**src/hw/gpks_consts.vh**
```
`ifndef GPKS_CONSTS_VH
`define GPKS_CONSTS_VH

// clock rate and timing figures
// sized to the counter so they meet the timer limit with no padding
`define GPKS_KEY_MIN_CYC 26'h2faf080
`define GPKS_READY_CYC 26'h2aea540
`define GPKS_CNT_W 26

// reset values
`define GPKS_RST_MON 1'b0

`endif

```
**src/hw/gpks_sequencer.v**
```verilog
// Summary of operation
// - a completed low pulse of at least 1 s on the key powers the engine on.
// - the same pulse while on shuts down, starting only after release.
// - the key pad is pulled up outside this logic; the far party only pulls it low. The test's key host drives it both high and low.
// - the monitor rises at power-up; the far party waits 900 ms after it.
// - the monitor goes low once powered off, meaning the engine is off.
// - power on the charge input turns the engine fully on without a pulse.
// - software command or key pulse both lead to the same off state.
// - either shutdown path sends a network detach before powering off.
`timescale 1ns/1ps
`include "gpks_consts.vh"

module gpks_sequencer #(
    // hold time that counts as a press, in clock cycles (1 s at 50 MHz)
    parameter [`GPKS_CNT_W-1:0] KEY_MIN_CYC = `GPKS_KEY_MIN_CYC,
    // settle time after the monitor rises, in clock cycles (900 ms)
    parameter [`GPKS_CNT_W-1:0] READY_CYC = `GPKS_READY_CYC
) (
    // clock and reset
    input wire core_clk_i,
    input wire rst_i,
    // power key pad, open collector, pulled up outside this logic
    input wire engine_power_key_n_i,
    // charging input supply present
    input wire charge_present_i,
    // software shutdown command, one-cycle pulse
    input wire sw_shutdown_i,
    // network detach handshake
    output wire detach_req_o,
    input wire detach_done_i,
    // power state
    output wire power_state_monitor_o,
    output wire engine_ready_o
);

// one-hot states
localparam [4:0] ST_OFF = 5'h01;
localparam [4:0] ST_ON = 5'h02;
localparam [4:0] ST_KEY_HELD = 5'h04;
localparam [4:0] ST_DETACH = 5'h08;
localparam [4:0] ST_WAIT_REL = 5'h10;

// sequencer state
reg [4:0] state_ff;
reg [4:0] nxt_state;

// output flops
reg mon_ff;
reg nxt_mon;
reg detach_ff;
reg nxt_detach;

// long press seen while off, waiting for release
reg key_armed_ff;
reg nxt_key_armed;

// charger history for edge detect
reg chg_prev_ff;

// decoded pad and timer status
wire key_low;
wire key_long;
wire ready_done;
wire chg_rise;

// pad reads low only when the far side pulls it; the pull-up is outside
// this logic, so an undriven pad simply arrives here as high
assign key_low = ~engine_power_key_n_i;

// key hold timer, cleared when the pad goes high; it saturates, so a
// press of any length above the minimum still counts as one press
gpks_timer u_key_timer (
    .core_clk_i(core_clk_i),
    .rst_i(rst_i),
    .run_i(key_low),
    .limit_i(KEY_MIN_CYC),
    .done_o(key_long)
);

// settle timer after the monitor rises; restarts on every power-up
// because it is cleared while the monitor is low
gpks_timer u_ready_timer (
    .core_clk_i(core_clk_i),
    .rst_i(rst_i),
    .run_i(mon_ff),
    .limit_i(READY_CYC),
    .done_o(ready_done)
);

// charger acts on its rising edge only, so a charger left plugged in
// does not keep powering the engine back on after a shutdown
assign chg_rise = charge_present_i & ~chg_prev_ff;

// state sequencing
// no detach timeout: if the network side never answers, the engine
// stays in the detach state with the monitor high and only a reset
// gets it out. key presses there are ignored on purpose so a user
// cannot cut the detach short.
always @* begin
    nxt_state = state_ff;
    nxt_mon = mon_ff;
    nxt_detach = 1'b0;
    nxt_key_armed = key_armed_ff;
    case (state_ff)
        // off: wait for a completed long press or a charger edge
        ST_OFF: begin
            if (chg_rise) begin
                nxt_state = ST_WAIT_REL;
                nxt_mon = 1'b1;
                nxt_key_armed = 1'b0;
            end else if (key_low && key_long) begin
                nxt_key_armed = 1'b1;
            end else if (!key_low && key_armed_ff) begin
                // power on only when the long pulse ends
                nxt_state = ST_ON;
                nxt_mon = 1'b1;
                nxt_key_armed = 1'b0;
            end else if (!key_low) begin
                nxt_key_armed = 1'b0;
            end
        end
        // on: watch for software command or a long press
        ST_ON: begin
            if (sw_shutdown_i) begin
                nxt_state = ST_DETACH;
                nxt_detach = 1'b1;
            end else if (key_low && key_long) begin
                nxt_state = ST_KEY_HELD;
            end
        end
        ST_KEY_HELD: begin
            // key shutdown waits for the release; a software command goes at once
            if (sw_shutdown_i || !key_low) begin
                nxt_state = ST_DETACH;
                nxt_detach = 1'b1;
            end
        end
        // detach: hold the request until the network side answers
        ST_DETACH: begin
            if (detach_done_i) begin
                nxt_state = ST_OFF;
                nxt_mon = 1'b0;
                nxt_key_armed = 1'b0;
            end else begin
                nxt_detach = 1'b1;
            end
        end
        ST_WAIT_REL: begin
            // powered by charger; a key held meanwhile must not count
            // software wins over the release so a command in the
            // release cycle is never lost
            if (sw_shutdown_i) begin
                nxt_state = ST_DETACH;
                nxt_detach = 1'b1;
            end else if (!key_low) begin
                nxt_state = ST_ON;
            end
        end
        // illegal code: fall back to off with the monitor low
        default: begin
            nxt_state = ST_OFF;
            nxt_mon = 1'b0;
            nxt_key_armed = 1'b0;
        end
    endcase
end

// state register; only constants on the async branch
always @(posedge core_clk_i or posedge rst_i) begin
    if (rst_i) begin
        state_ff <= ST_OFF;
    end else begin
        state_ff <= nxt_state;
    end
end

// monitor flop; straight from a flop so the far side never sees a glitch
always @(posedge core_clk_i or posedge rst_i) begin
    if (rst_i) begin
        mon_ff <= `GPKS_RST_MON;
    end else begin
        mon_ff <= nxt_mon;
    end
end

// detach request flop, held until the network side answers
always @(posedge core_clk_i or posedge rst_i) begin
    if (rst_i) begin
        detach_ff <= 1'b0;
    end else begin
        detach_ff <= nxt_detach;
    end
end

// armed flag: set once a held key passes the minimum, cleared on release
always @(posedge core_clk_i or posedge rst_i) begin
    if (rst_i) begin
        key_armed_ff <= 1'b0;
    end else begin
        key_armed_ff <= nxt_key_armed;
    end
end

// charger sample; reset low, so a charger already present when reset
// ends is seen as a rising edge and powers the engine on
always @(posedge core_clk_i or posedge rst_i) begin
    if (rst_i) begin
        chg_prev_ff <= 1'b0;
    end else begin
        chg_prev_ff <= charge_present_i;
    end
end

// outputs; all from flops except ready, the and of the monitor flop and the settle timer's limit compare
assign power_state_monitor_o = mon_ff;
assign detach_req_o = detach_ff;
assign engine_ready_o = mon_ff & ready_done;

endmodule // gpks_sequencer

```
**src/hw/gpks_timer.v**
```verilog
`timescale 1ns/1ps
`include "gpks_consts.vh"

// counts cycles while run_i is high, flags reaching the limit
module gpks_timer (
    // clock and reset
    input wire core_clk_i,
    input wire rst_i,
    // control
    input wire run_i,
    input wire [`GPKS_CNT_W-1:0] limit_i,
    // status
    output wire done_o
);

reg [`GPKS_CNT_W-1:0] cnt_ff;
wire [`GPKS_CNT_W-1:0] nxt_cnt;

// saturates at the limit so a long hold cannot wrap back to short
assign done_o = (cnt_ff >= limit_i);
assign nxt_cnt = !run_i ? {`GPKS_CNT_W{1'b0}} :
                 done_o ? cnt_ff : cnt_ff + 1'b1;

always @(posedge core_clk_i or posedge rst_i) begin
    if (rst_i) begin
        cnt_ff <= {`GPKS_CNT_W{1'b0}};
    end else begin
        cnt_ff <= nxt_cnt;
    end
end

endmodule // gpks_timer

```
**config.mk**
```make
export PLATFORM = sky130hd
export DESIGN_NAME = gpks_sequencer
export DESIGN_NICKNAME = d
export VERILOG_FILES = /design/src/hw/gpks_sequencer.v /design/src/hw/gpks_timer.v
export VERILOG_INCLUDE_DIRS = /design/src /design/src/hw
export SDC_FILE = /design/constraint.sdc
export NUM_CORES = 1
export LEC_CHECK = 0
export CAP_MARGIN = 30
export CELL_PAD_IN_SITES_DETAIL_PLACEMENT = 2
export CELL_PAD_IN_SITES_GLOBAL_PLACEMENT = 2
export CORE_MARGIN = 4
export CORE_UTILIZATION = 41
export CTS_BUF_LIST = sky130_fd_sc_hd__clkbuf_16
export CTS_CLUSTER_SIZE = 20
export DETAILED_ROUTE_END_ITERATION = 7
export DONT_BUFFER_PORTS = 1
export PLACE_DENSITY_LB_ADDON = 0.1
export SYNTH_ARGS = -nofsm -noshare
export SYNTH_HDL_FRONTEND = slang
export SYNTH_SLANG_ARGS = --single-unit
```
**constraint.sdc**
```tcl
create_clock -name core_clk_i -period 2.8 [get_ports core_clk_i]
set_input_delay 0.14 -clock core_clk_i [delete_from_list [all_inputs] [get_ports core_clk_i]]
set_output_delay 0.14 -clock core_clk_i [all_outputs]
set_load 0.01 [all_outputs]
```
Yosys cells after proc, flatten, opt, wreduce, memory -nomap -nowiden
Cells that the tools add are included.
Storage, ports and cells
  register bits: 61
  bits in latches: 0
  bits in writable memories: 0
  bits in read-only memories: 0
  input bits: 6
  word-level logic and storage cells: 66
  memories kept: 0
Operators by class
  add/sub/neg operators: 2
  multiply operators: 0
  div/mod/pow operators: 0
  order comparisons: 2
  eq/ne operators: 14
  shift-type cells: 0
  multiplexer cells: 28
  bitwise operators: 5
  reduce and logical (&&, ||, !) cells: 8
Operator list (count)
  26-bit two-way mux: 4
  26-bit by 1-bit adder with 26-bit output, second input constant: 2
  26-bit greater-or-equal comparator, second input constant: 2
  5-bit two-way mux: 9
  5-bit case mux with 5 select lines: 1
  3-bit != test, second input constant: 4
  1-bit two-way mux: 11
  1-bit case mux with 3 select lines: 3
  2-bit != test, second input constant: 4
  6-bit AND reduction: 1
  5-bit by 1-bit equality test with 1-bit output, second input constant: 1
  5-bit by 2-bit equality test with 1-bit output, second input constant: 1
  5-bit by 3-bit equality test with 1-bit output, second input constant: 1
  5-bit by 4-bit equality test with 1-bit output, second input constant: 1
  5-bit equality test, second input constant: 1
  5-bit != test, second input constant: 1
  4-bit AND reduction: 1
  1-bit NOT: 3
  3-bit AND reduction: 1
  3-bit OR reduction: 1
  1-bit bitwise AND: 2
  1-bit logical AND: 2
  2-bit OR reduction: 1
  1-bit logical OR: 1

Depth between registers and ports, before layout
  depth in word-level cells: 5
  gate-level depth with buffers: 8

Modules after synthesis
A second synthesis with hierarchy kept.
Unflattened totals
  cells, all modules: 546
  area total of the unflattened synthesis: 4769.6 um^2
Modules (own cells, without submodules)
  gpks_timer (u_ready_timer): instances 1, cells each 242, area an instance 2138.3 um^2, seq. area each 650.6 um^2
  gpks_timer (u_key_timer): instances 1, cells each 243, area an instance 2025.7 um^2, seq. area each 650.6 um^2
  gpks_sequencer: instances 1, cells each 61, area an instance 605.6 um^2, seq. area each 226.5 um^2

Worst setup path before layout
No wires, ideal clock.
  path kind: register to register
  from: register u_key_timer.cnt_ff[16]
  to: register u_key_timer.cnt_ff[22]
  setup time: 132 ps
  data arrival time: 2052 ps
  data required time: 2668 ps
  setup slack: 617 ps
  stages on the path, launching flop included: 8
  buffers on the path: 1
  cell sequence: dfrtp_1 > or4_1 > o311ai_2 > o211ai_2 > buf_6 > nor4_1 > xnor2_1 > nor2_1
On the way
  cells in the longest elaborated chain, start to end: 3
  elaborated cells on any way between the ends: 5
  classes of those cells: add/sub (1); order compare (1); eq/ne (1); mux (2)
RTL lines
  from (decl): line gpks_timer.v:16  | reg [`GPKS_CNT_W-1:0] cnt_ff;
  from (signal assigned): line gpks_timer.v:26  | cnt_ff <= {`GPKS_CNT_W{1'b0}};
  from (signal assigned): line gpks_timer.v:28  | cnt_ff <= nxt_cnt;
  26-bit by 1-bit adder with 26-bit output: line gpks_timer.v:22  | done_o ? cnt_ff : cnt_ff + 1'b1;
  26-bit two-way mux: line gpks_timer.v:22
  26-bit two-way mux: line gpks_timer.v:21  | assign nxt_cnt = !run_i ? {`GPKS_CNT_W{1'b0}} :
Several ways; a longest one is shown, not always the timed one. The select of a mux whose other input is x is not followed.
A chain may end at the register's enable or synchronous reset.

Worst setup path after layout
  from: register u_key_timer.cnt_ff[16]
  to: register u_key_timer.cnt_ff[20]
Same word-level chain as after synthesis.

==> impl_metrics.tcl <==
set metrics [dict create \
    p_per_area_mw_per_mm2 663 \
    routedWlPerCell_um 19.3 \
    slew_headroom 0.429 \
    path_max_fanout 20 \
    hold_viol 0 \
    dieArea_mm2 0.00979 \
    gp_congestion 0.732 \
    ir_drop_v 0.000315 \
    p_leak_nw 1.54 \
    grt_pass1_wl_mm 16.2 \
    ys.flop_type "dfrtp_1" \
    pwr-share-comb 0.112 \
    wl_mm 9.24 \
    finalPower_mw 2.56 \
    ys_seq_area_frac 0.451 \
    switching_share 0.262 \
    hold_path_class "primary input to flop" \
    layout_setup_ws_ns 0.193 \
    core.rowCount 32 \
    crit_required_ns 3.01 \
    cts_tree "done" \
    insertion_delay_ns 0.33 \
    dr.pass1.iters 4 \
    power_switching_uw 671 \
    synth_top_cell_by_area "dfrtp_1" \
    internal-power_mw 1.89 \
    fp.dieH_um 98.9 \
    clockPowerShare 0.499 \
    layout-drive-gt1-share 0.0981 \
    clockBufferDepth 2 \
    cp-start-kind "flop" \
    synthCells 366 \
    worst-slew-pin-transition_ns 0.854 \
    status "complete, no violations" \
    cts_made_buffers 9 \
    die-width_um 98.9 \
    dp.cells 459 \
    synth_cell_types 59 \
    worstPathArrival_ns 2.81 \
    cts_setup_buffers 0 \
    num_antenna_cells 0 \
    vias 2759 \
    fin_crit_ns 2.61 \
    synth-edff-count 0 \
    dp_hpwl_mm 6.00 \
    fmaxAchievable_mhz 384 \
    global_route.overflow_total 0 \
    initialDrtViolationCount 76 \
    synth_top_area_share 0.443 \
    p_seq_frac 0.389 \
    drc 0 \
    instances_no_fill 479 \
    finalSetupTns_ns 0 \
    netlist_area_mm2 0.00339 \
    maxCapViolations 0 \
    cts_resized 0 \
    htreeDepth 3 \
    grt_pass1_vias 3155 \
    cts_sinks 61 \
    grt_max_degree 35 \
    root_buffer "clkbuf_16" \
    yosys_warnings 0 \
    period_share 0.931 \
    synth_area_leaders "dfrtp_1, xnor2_1, nor2_1" \
    ys_ff_latch 61 \
    detail-route-antenna-nets 0 \
    fin_nets 382 \
    grtUsageTotal 0.207 \
    portBuffers 0 \
    synthToLayoutAreaGrowth_pct 14.1 \
    syn-num-nets 376 \
    clkTransAtPathRegs_ns 0.06 \
    grt_setup_unrepaired "false" \
    coreArea_mm2 0.00789 \
    initial_core_util 0.430 \
    grt_antenna_before_repair 0 \
    drv_slew 0 \
    pin_count 9 \
    cp-end-kind "flop" \
    syn_area_per_cell_um2 9.26 \
    vias_per_cell 5.76 \
    worstSetupPathType "flop to flop" \
    pre_cts_ws_ns 0.267 \
    async_flop_share 1.00 \
    skew_ns 0.00484 \
    setup_viol 0 \
]
## power by group through the flow
stage               clock network, mW  registers, mW  logic [mW]
global placement                    0           1.01       0.256
floorplan                           0          0.971       0.240
detailed placement                  0           1.01       0.273
global route                     1.35           1.01       0.336
CTS                              1.30          0.995       0.289
finish                           1.28          0.996       0.286
## synth_stat cells, types with 5 or more instances
library cell,n
nand2b_1,8
nand3_1,20
xnor2_1,37
o21ai_0,6
nor2_1,57
and4_1,5
nor3_1,16
dfrtp_1,60
mux2i_1,7
nor2b_1,6
inv_1,14
nor4_1,14
nand2_1,27
clkbuf_1,11
nand4_1,6
a21oi_1,7
## per-layer routing
layer  global-route usage  part of all wire
met4               0.0746             0.017
met3               0.0297             0.014
met5                    0                 0
met2                0.368              0.52
met1                0.255              0.44
## cell usage in the layout (no fill, tap or decap), types with 4 or more instances in the layout
cell	n
nor4_1	14
nor3_1	16
mux2i_1	7
nand4_1	6
buf_4	7
nand3_1	20
clkbuf_16	9
a21oi_1	7
dfrtp_1	60
ha_1	4
nor2_1	57
nor2b_1	6
nand2_1	27
a21o_1	4
o21ai_0	6
and4_1	5
inv_1	13
nand2b_1	8
xnor2_1	37
## worst max-delay path, stage by stage, from the launching register on
cell	delay (ns)
dfrtp_1	0.46
or4_1	0.57
o311ai_2	0.27
o211ai_2	0.39
nor4_1	0.50
xnor2_1	0.20
nor2_1	0.09
## registers in the layout, indices dropped and copies added, names as in the netlist
| signal | flops |
|---|---|
| chg_prev_ff | 1 |
| detach_req_o | 1 |
| key_armed_ff | 1 |
| power_state_monitor_o | 1 |
| state_ff | 5 |
| u_key_timer.cnt_ff | 26 |
| u_ready_timer.cnt_ff | 26 |
## area by class of cell
class	instances	area (µm²)
timing repair buffer	11	93.8
tap	102	128
clock inverter	7	114
inverter	15	56.3
sequential	61	1530
fill	849	4020
clock buffer	9	225
multi-input combinational	274	1720
## final timing paths
kind | startpoint | endpoint | slack (ns) | cells past startpoint
worst max-delay path | u_key_timer.cnt_ff[16]$_DFFE_PP0P_ | u_key_timer.cnt_ff[20]$_DFFE_PP0P_ | 0.19 | 6
worst min-delay path | engine_power_key_n_i | state_ff[2]$_DFFE_PP0P_ | 0.01 | 3
worst max register to register | u_key_timer.cnt_ff[16]$_DFFE_PP0P_ | u_key_timer.cnt_ff[20]$_DFFE_PP0P_ | 0.19 | 6
worst min register to register | key_armed_ff$_DFFE_PP0P_ | key_armed_ff$_DFFE_PP0P_ | 0.50 | 1
max in group asynchronous | rst_i | u_ready_timer.cnt_ff[7]$_DFFE_PP0N_ | 1.71 | 3
min in group asynchronous | rst_i | u_ready_timer.cnt_ff[19]$_DFFE_PP0N_ | 0.38 | 2
## what timing repair did
action,4_1_cts,5_1_grt
endpoints found under the setup margin,0,0
endpoints found under the hold margin,58,0
hold buffers,3,0
## logic make-up (layout without fill, tap and decap cells)
| kind of cell | Yosys count | after routing | share of synthesized area |
|---|---|---|---|
| xor+xnor | 39 | 39 | 0.101 |
| mux | 7 | 7 | 0.0207 |
| fa+ha+maj | 4 | 4 | 0.0148 |
| buf+inv | 31 | 42 | 0.0413 |
| compound gates | 41 | 41 | 0.0937 |
| simple gates | 183 | 183 | 0.278 |
| flops | 61 | 61 | 0.451 |
## per-stage QoR
stage | util | hold WS [ns] | instance area (µm²)
finish | 0.490 | 0.0118 | 3870
detailed placement | 0.442 | 0.172 | 3490
CTS | 0.489 | 0.0130 | 3860
floorplan | - | 0.171 | 3390
global route | 0.490 | 0.0352 | 3870
global placement | 0.442 | 0.172 | 3490
Power figures use the tool's default switching activity.
